<file path="config.mk">
export PLATFORM = sky130hd
export DESIGN_NAME = lfs_sync_report
export DESIGN_NICKNAME = d
export VERILOG_FILES = /design/src/lfs_pkg.sv /design/src/lfs_sync_report.sv
export VERILOG_INCLUDE_DIRS = /design/src
export SDC_FILE = /design/constraint.sdc
export NUM_CORES = 1
export LEC_CHECK = 0
export BUFFER_PORTS_ARGS = -buffer_cell sky130_fd_sc_hd__buf_4
export CAP_MARGIN = 20
export CORE_ASPECT_RATIO = 0.9
export CORE_MARGIN = 2
export CORE_UTILIZATION = 58
export DETAILED_ROUTE_END_ITERATION = 10
export PLACE_DENSITY_LB_ADDON = 0.3
export SLEW_MARGIN = 5
export SYNTH_ARGS = -nofsm -noshare
export SYNTH_HDL_FRONTEND = slang
export SYNTH_SLANG_ARGS = --single-unit
</file>
<file path="constraint.sdc">
create_clock -name SYS_CLK_I -period 3.4 [get_ports SYS_CLK_I]
set_input_delay 0.68 -clock SYS_CLK_I [delete_from_list [all_inputs] [get_ports SYS_CLK_I]]
set_output_delay 0.68 -clock SYS_CLK_I [all_outputs]
set_load 0.03 [all_outputs]
</file>
<file path="src/lfs_regs.svh">
// Register map, field positions, reset values and timing counts
`ifndef LFS_REGS_SVH
`define LFS_REGS_SVH

`define LFS_ADDR_W 12
`define LFS_FULL_STATUS_ADDR 12'h30C
`define LFS_EMPTY_STATUS_ADDR 12'h30D
`define LFS_MASK_CTRL_ADDR 12'h311
`define LFS_PULSE_CTRL_ADDR 12'h312

`define LFS_STATUS_RST 8'h00
`define LFS_MASK_CTRL_RST 8'h00
`define LFS_PULSE_CTRL_RST 8'h00
`define LFS_MASK_CTRL_WMASK 8'h07

`define LFS_FRAME_MASK_BIT 0
`define LFS_MFRAME_MASK_BIT 2
`define LFS_ERR_LEN_HI 7
`define LFS_ERR_LEN_LO 4
`define LFS_REQ_LEN_HI 3
`define LFS_REQ_LEN_LO 0

`define LFS_PCLK_OCTETS 4
`define LFS_REQ_BASE_FRAMES 5
`define LFS_REQ_BASE_OCTETS 9
`define LFS_CNT_W 6

`endif

</file>
<file path="src/lfs_pkg.sv">
// Types shared by the lane status and sync request block
package lfs_pkg;

  typedef struct packed {
    logic [7:0] full;
    logic [7:0] empty;
  } lfs_lane_status_t;

  typedef struct packed {
    logic frame_loss;
    logic multiframe_sync_loss;
  } lfs_decoder_loss_t;

  typedef enum logic [1:0] {
    LFS_IDLE,
    LFS_REQUEST,
    LFS_ERROR_RPT
  } lfs_pulse_state_t;

endpackage : lfs_pkg

</file>
<file path="src/lfs_sync_report.sv">
// Lane buffer status registers and sync request pulse generator
`timescale 1ns/1ps
`include "lfs_regs.svh"

module lfs_sync_report
  import lfs_pkg::*;
#(
  parameter int FRAME_OCTETS = 1
) (
  input wire logic SYS_CLK_I,
  input wire logic SYS_RST_I,
  input wire logic CE_I,
  input wire logic [`LFS_ADDR_W-1:0] REG_ADDR_I,
  input wire logic REG_WR_I,
  input wire logic [7:0] REG_WDATA_I,
  input wire logic REG_RD_I,
  output logic [7:0] REG_RDATA_O,
  input wire logic [7:0] LANE_BUFFER_FULL_I,
  input wire logic [7:0] LANE_BUFFER_EMPTY_I,
  input wire logic LANE_DECODER_ZERO_FRAME_LOSS_I,
  input wire logic LANE_DECODER_ZERO_MULTIFRAME_SYNC_LOSS_I,
  input wire logic SYNC_ERROR_EVENT_I,
  output logic SYNC_REQUEST_OUTPUT_N_O
);

  ////////////////////////////////////////////////////////////////////////////
  // Timing: one system clock is one parallel clock of four octets

  // Base request time rounded up to whole parallel clocks
  localparam int REQ_BASE_OCTETS_TOTAL =
    `LFS_REQ_BASE_FRAMES * FRAME_OCTETS + `LFS_REQ_BASE_OCTETS;
  localparam int REQ_BASE_CYCLES =
    (REQ_BASE_OCTETS_TOTAL + `LFS_PCLK_OCTETS - 1) / `LFS_PCLK_OCTETS;
  localparam logic [`LFS_CNT_W-1:0] REQ_BASE = REQ_BASE_CYCLES[`LFS_CNT_W-1:0];
  localparam logic [`LFS_CNT_W-1:0] ONE = 6'h01;

  // Request low time in cycles for a 4-bit code
  function automatic logic [`LFS_CNT_W-1:0] req_len(input logic [3:0] code);
    req_len = REQ_BASE + {2'h0, code};
  endfunction : req_len

  // Half a cycle cannot be made on this clock, so it rounds up to one
  function automatic logic [`LFS_CNT_W-1:0] err_len(input logic [3:0] code);
    err_len = ONE + {2'h0, code};
  endfunction : err_len

  ////////////////////////////////////////////////////////////////////////////
  // Registers

  lfs_lane_status_t status_reg;
  lfs_decoder_loss_t loss;
  logic [7:0] mask_ctrl_reg;
  logic [7:0] pulse_ctrl_reg;
  logic [7:0] rdata_reg;
  logic [7:0] rdata_next;

  assign loss.frame_loss = LANE_DECODER_ZERO_FRAME_LOSS_I;
  assign loss.multiframe_sync_loss = LANE_DECODER_ZERO_MULTIFRAME_SYNC_LOSS_I;

  // Flags come from buffers on this clock, so no synchroniser
  always_ff @(posedge SYS_CLK_I) begin
    if (SYS_RST_I) begin
      status_reg.full <= `LFS_STATUS_RST;
      status_reg.empty <= `LFS_STATUS_RST;
    end else if (CE_I) begin
      status_reg.full <= LANE_BUFFER_FULL_I;
      status_reg.empty <= LANE_BUFFER_EMPTY_I;
    end
  end

  // Bits 7:3 are reserved and read zero; bit 1 is kept as written
  always_ff @(posedge SYS_CLK_I) begin
    if (SYS_RST_I) begin
      mask_ctrl_reg <= `LFS_MASK_CTRL_RST;
    end else if (CE_I && REG_WR_I && REG_ADDR_I == `LFS_MASK_CTRL_ADDR) begin
      mask_ctrl_reg <= REG_WDATA_I & `LFS_MASK_CTRL_WMASK;
    end
  end

  always_ff @(posedge SYS_CLK_I) begin
    if (SYS_RST_I) begin
      pulse_ctrl_reg <= `LFS_PULSE_CTRL_RST;
    end else if (CE_I && REG_WR_I && REG_ADDR_I == `LFS_PULSE_CTRL_ADDR) begin
      pulse_ctrl_reg <= REG_WDATA_I;
    end
  end

  always_comb begin
    case (REG_ADDR_I)
      `LFS_FULL_STATUS_ADDR: rdata_next = status_reg.full;
      `LFS_EMPTY_STATUS_ADDR: rdata_next = status_reg.empty;
      `LFS_MASK_CTRL_ADDR: rdata_next = mask_ctrl_reg;
      `LFS_PULSE_CTRL_ADDR: rdata_next = pulse_ctrl_reg;
      default: rdata_next = 8'h00;
    endcase
  end

  always_ff @(posedge SYS_CLK_I) begin
    if (SYS_RST_I) begin
      rdata_reg <= 8'h00;
    end else if (CE_I && REG_RD_I) begin
      rdata_reg <= rdata_next;
    end
  end

  assign REG_RDATA_O = rdata_reg;

  ////////////////////////////////////////////////////////////////////////////
  // Sync request generation

  logic frame_mask;
  logic mframe_mask;
  logic loss_req;
  logic [3:0] err_code;
  logic [3:0] req_code;
  lfs_pulse_state_t state_reg;
  lfs_pulse_state_t state_next;
  logic [`LFS_CNT_W-1:0] cnt_reg;
  logic [`LFS_CNT_W-1:0] cnt_next;
  logic out_n_reg;

  assign frame_mask = mask_ctrl_reg[`LFS_FRAME_MASK_BIT];
  assign mframe_mask = mask_ctrl_reg[`LFS_MFRAME_MASK_BIT];
  assign err_code = pulse_ctrl_reg[`LFS_ERR_LEN_HI:`LFS_ERR_LEN_LO];
  assign req_code = pulse_ctrl_reg[`LFS_REQ_LEN_HI:`LFS_REQ_LEN_LO];

  // Masked losses from decoder zero only; other decoders are not watched
  assign loss_req = (loss.multiframe_sync_loss && mframe_mask)
                 || (loss.frame_loss && frame_mask);

  // A loss outranks an error report, since resync supersedes the report
  always_comb begin
    state_next = state_reg;
    cnt_next = cnt_reg;
    case (state_reg)
      LFS_IDLE: begin
        if (loss_req) begin
          state_next = LFS_REQUEST;
          cnt_next = req_len(req_code) - ONE;
        end else if (SYNC_ERROR_EVENT_I) begin
          state_next = LFS_ERROR_RPT;
          cnt_next = err_len(err_code) - ONE;
        end
      end
      LFS_REQUEST: begin
        if (loss_req) begin
          cnt_next = req_len(req_code) - ONE;
        end else if (cnt_reg == '0) begin
          state_next = LFS_IDLE;
        end else begin
          cnt_next = cnt_reg - ONE;
        end
      end
      LFS_ERROR_RPT: begin
        if (loss_req) begin
          state_next = LFS_REQUEST;
          cnt_next = req_len(req_code) - ONE;
        end else if (cnt_reg == '0) begin
          state_next = LFS_IDLE;
        end else begin
          cnt_next = cnt_reg - ONE;
        end
      end
      default: begin
        state_next = LFS_IDLE;
        cnt_next = '0;
      end
    endcase
  end

  always_ff @(posedge SYS_CLK_I) begin
    if (SYS_RST_I) begin
      state_reg <= LFS_IDLE;
      cnt_reg <= '0;
    end else if (CE_I) begin
      state_reg <= state_next;
      cnt_reg <= cnt_next;
    end
  end

  // Output low exactly while a pulse is in progress
  always_ff @(posedge SYS_CLK_I) begin
    if (SYS_RST_I) begin
      out_n_reg <= 1'b1;
    end else if (CE_I) begin
      out_n_reg <= (state_next == LFS_IDLE);
    end
  end

  assign SYNC_REQUEST_OUTPUT_N_O = out_n_reg;

  ////////////////////////////////////////////////////////////////////////////
  // Checks

  logic [`LFS_CNT_W-1:0] low_cnt_reg;
  logic [`LFS_CNT_W-1:0] exp_len_reg;
  logic was_err_reg;

  // Counts low cycles of the current pulse and records the expected length of an error report
  always_ff @(posedge SYS_CLK_I) begin
    if (SYS_RST_I) begin
      low_cnt_reg <= '0;
      exp_len_reg <= '0;
      was_err_reg <= 1'b0;
    end else if (CE_I) begin
      if (state_next == LFS_IDLE) begin
        low_cnt_reg <= '0;
      end else begin
        low_cnt_reg <= low_cnt_reg + ONE;
      end
      if (state_reg == LFS_IDLE && state_next == LFS_ERROR_RPT) begin
        exp_len_reg <= err_len(err_code);
        was_err_reg <= 1'b1;
      end else if (state_next == LFS_REQUEST) begin
        was_err_reg <= 1'b0;
      end
    end
  end

  full_reset_a: assert property (@(posedge SYS_CLK_I)
    SYS_RST_I |=> status_reg.full == 8'h00)
    else $error("full flags not cleared by reset");

  empty_track_a: assert property (@(posedge SYS_CLK_I)
    disable iff (SYS_RST_I)
    CE_I ##1 CE_I |-> REG_RD_I && REG_ADDR_I == `LFS_EMPTY_STATUS_ADDR
    |=> REG_RDATA_O == $past(LANE_BUFFER_EMPTY_I, 2))
    else $error("empty status read does not show lane flags");

  mframe_on_a: assert property (@(posedge SYS_CLK_I)
    disable iff (SYS_RST_I)
    CE_I && mframe_mask && LANE_DECODER_ZERO_MULTIFRAME_SYNC_LOSS_I
    |=> !SYNC_REQUEST_OUTPUT_N_O)
    else $error("multiframe loss did not pull sync output low");

  mframe_off_a: assert property (@(posedge SYS_CLK_I)
    disable iff (SYS_RST_I)
    CE_I && state_reg == LFS_IDLE && !SYNC_ERROR_EVENT_I && !mframe_mask
    && !(frame_mask && LANE_DECODER_ZERO_FRAME_LOSS_I)
    |=> SYNC_REQUEST_OUTPUT_N_O)
    else $error("unmasked multiframe loss drove sync output");

  frame_on_a: assert property (@(posedge SYS_CLK_I)
    disable iff (SYS_RST_I)
    CE_I && frame_mask && LANE_DECODER_ZERO_FRAME_LOSS_I
    |=> !SYNC_REQUEST_OUTPUT_N_O [*1] ##0 state_reg == LFS_REQUEST)
    else $error("frame loss did not start a sync request");

  frame_hold_a: assert property (@(posedge SYS_CLK_I)
    disable iff (SYS_RST_I)
    (CE_I && frame_mask && LANE_DECODER_ZERO_FRAME_LOSS_I) [*3]
    |=> !SYNC_REQUEST_OUTPUT_N_O && !$past(SYNC_REQUEST_OUTPUT_N_O))
    else $error("sync output released during frame loss");

  frame_off_a: assert property (@(posedge SYS_CLK_I)
    disable iff (SYS_RST_I)
    CE_I && state_reg == LFS_IDLE && !SYNC_ERROR_EVENT_I && !frame_mask
    && !(mframe_mask && LANE_DECODER_ZERO_MULTIFRAME_SYNC_LOSS_I)
    |=> SYNC_REQUEST_OUTPUT_N_O)
    else $error("unmasked frame loss drove sync output");

  err_len_a: assert property (@(posedge SYS_CLK_I)
    disable iff (SYS_RST_I)
    CE_I && state_reg == LFS_ERROR_RPT && state_next == LFS_IDLE
    && was_err_reg
    |-> low_cnt_reg == exp_len_reg)
    else $error("error report low time wrong");

  req_len_a: assert property (@(posedge SYS_CLK_I)
    disable iff (SYS_RST_I)
    CE_I && state_reg == LFS_REQUEST && state_next == LFS_IDLE
    |-> low_cnt_reg >= req_len(req_code))
    else $error("sync request low time too short");

endmodule : lfs_sync_report

</file>
==> run summary <==
Later-pin clock latency in the skew report - 0.30 ns
Core box area - 3760 µm²
Die Y - 63.6 µm
First-pass GRT wire length - 9.35 mm
Met2 wire length - 2.63 mm
Initial antenna violation count - 0
Uppermost routed layer - met4
Capture point of the worst reg-to-reg path - cnt_reg[1]
Primary FF master, synth - dfxtp_1
Hold EP - REG_RDATA_O[0]
Post-layout util - 73.9%
Clk sinks - 44
Setup TNS - 0 ns
Fillers - 308
Largest net degree at the start of global routing - 41
Switching share of power - 25.1%
Sequential-to-total area share from yosys stat - 38.4%
R2R setup slack - 1.44 ns
WP data required - 3.63 ns
CTS Root Cell - clkbuf_8
Top-level port count - 53
Pre-CTS WS - 1.09 ns
Synth top area cells - dfxtp_1, mux2i_1, nand2_1, nor2_1, a21oi_1
Routed wire per std cell - 15.6 µm
Drt via density - 5.87
Sw Pwr - 278 µW
RSZ-0062 raised after global routing - no
Die width - 70.2 µm
Mean area per synthesized cell - 8.58 µm²
Critical path class - in2reg
Synth async-reset ratio - 0%
Synthesized net count - 318
IO Port Bufs - 52
Num CTS Buffers - 5
Hold Path Depth - 2
Max reg flops - 16
Clk_skew - 0.00307 ns
Power share of the combinational group - 13.7%
R2R cell count - 7
Routed Antenna Nets - 0
Clk slew on worst S/H paths - 0.09 ns
Total gr overflow - 0
Fmax - 0.493 GHz
Final Power - 1.11 mW
Post-route DRC - 0
Die Area - 4470 µm²
Total number of vias - 2118
Largest area contributor in the netlist - dfxtp_1
CP endpoint kind - flip-flop
Hold wc startpoint - REG_RDATA_O[0]
Slew headroom - 62.2%
Hold_buf cts - 0
Worst Max-Slew Pin Slew - 0.566 ns
Status - completed
Mapped Cells - 267
Cts repair resizes - 0
Synth Warn # - 0
LEAKAGE - 1.11 nW
Fin crit period - 2.03 ns
P per Cell Area - 399 nW/µm²
Drt pass-1 iters - 4
Post-CTS Setup Repair Bufs - 0
Seq pwr share - 48.9%
Vias in the first global route - 1985
Area added between synthesis and finish - 21.2%
Antenna cells - 0
WL met1 - 2.59 mm
Nets - 365
Hold Fails Final Rpt - 0
#FFs+latches synth - 44
VDD IR max - 269 µV
Setup Viol. Count Final - 0
Crit-path max FO - 10
Post-detail-place hpwl - 4.12 mm
Period utilisation layout - 59.6%
Setup ws final - 1.37 ns
Post-Syn Area - 2290 µm²
Metal3 WL - 328 µm
Int Power - 830 µW
Worst EP arrival - 2.26 ns
Number of distinct library cells after synthesis - 48
Max cap viols - 0
Reg2reg start - state_reg[0]
Std-Cell Rows - 21
Min Hold Slack - 0.457 ns
Crit start category - primary input
Initial Util - 61.0%
Gpl congestion - 0.969
GRT Total Usage - 26.4%
Synth top area share - 38.4%
CTS tree - built
Fin. max-slew vios - 0
Drt first-iter violations - 129
H-tree Lvls - 2
Clock tree buffer depth - 2
Post-synth EDFFs - 0
Routed wire length - 5.62 mm
Clk pwr share - 37.3%
HP Class - reg2reg
Layout cell share with drive strength beyond 1 - 23.2%
==> synth_stat cells (4+ instances only) <==
master	instances
dfxtp_1	44
a22oi_1	5
ha_1	7
inv_1	10
nor2_1	36
nor4_1	4
clkbuf_1	7
a21oi_1	20
nand2_1	36
o21ai_0	15
a21oi_2	4
mux2i_1	25
==> layer usage <==
metal  track usage, %  vias up
met5                0        -
met1             35.7      996
li1                 -     1034
met4             7.21        0
met2             42.6       81
met3             5.44        7
==> worst max-delay path, cell delays in order <==
cell	delay, ns
buf_4	0.11
or3b_1	0.38
and4bb_1	0.47
and2b_1	0.35
nand2_1	0.11
a21oi_1	0.16
==> power groups by stage <==
stage | logic (mW) | registers (mW) | clock network [mW]
floorplan | 0.0893 | 0.553 | 0
global placement | 0.146 | 0.554 | 0
detailed placement | 0.149 | 0.554 | 0
CTS | 0.150 | 0.542 | 0.421
global route | 0.166 | 0.545 | 0.444
finish | 0.152 | 0.542 | 0.414
==> how the worst max path moves through the flow <==
| stage | start | end | slack, ns | depth (start not counted) |
|---|---|---|---|---|
| 2_1_floorplan | REG_ADDR_I[3] | pulse_ctrl_reg[0] | 1.45 | 6 |
| 3_3_place_gp | REG_ADDR_I[3] | pulse_ctrl_reg[2] | 1.13 | 6 |
| 3_5_place_dp | REG_ADDR_I[3] | pulse_ctrl_reg[6] | 1.09 | 6 |
| 4_1_cts | REG_ADDR_I[3] | pulse_ctrl_reg[4] | 1.40 | 6 |
| 5_1_grt | REG_ADDR_I[3] | pulse_ctrl_reg[5] | 1.25 | 6 |
| 6_report | REG_ADDR_I[3] | pulse_ctrl_reg[4] | 1.37 | 6 |
==> layout by cell type, fill, tap and decap left out, types with 3 or more instances in the layout <==
master / n
a21oi_1: 20
a21oi_2: 4
mux2i_1: 25
nand2_1: 36
ha_1: 7
o31ai_1: 3
xor2_1: 3
o21ai_0: 15
buf_4: 52
inv_1: 10
clkbuf_8: 5
nor2_1: 36
nand3_1: 3
dfxtp_1: 44
nor4_1: 4
a22oi_1: 5
mux2_2: 3
o32ai_1: 3
==> metrics by stage <==
stage                     instance area [µm²]  instances
after floorplan                          2290        267
after CTS                                2780        361
final                                    2780        361
after global placement                   2660        353
after global routing                     2780        361
after detailed placement                 2660        353
==> area by class of cell <==
cell class,count,area [µm²],share of cell area [%]
repair buffers,52,390,14.1
well taps,46,57.6,2.07
inverters,10,37.5,1.35
clock buffers,5,68.8,2.48
flip-flops and latches,44,881,31.7
multi-input cells,201,1290,46.6
clock inverters,3,46.3,1.67
==> kinds of logic after synthesis <==
family                   synth area share, %
flip-flops                              38.4
XOR/XNOR                                1.53
multiplexers                            12.4
adder cells (fa/ha/maj)                 3.82
AO/OA/AOI/OAI                           18.3
buffers and inverters                   5.02
AND/OR/NAND/NOR                         20.5
No activity file was read; power rests on OpenSTA's default activity.
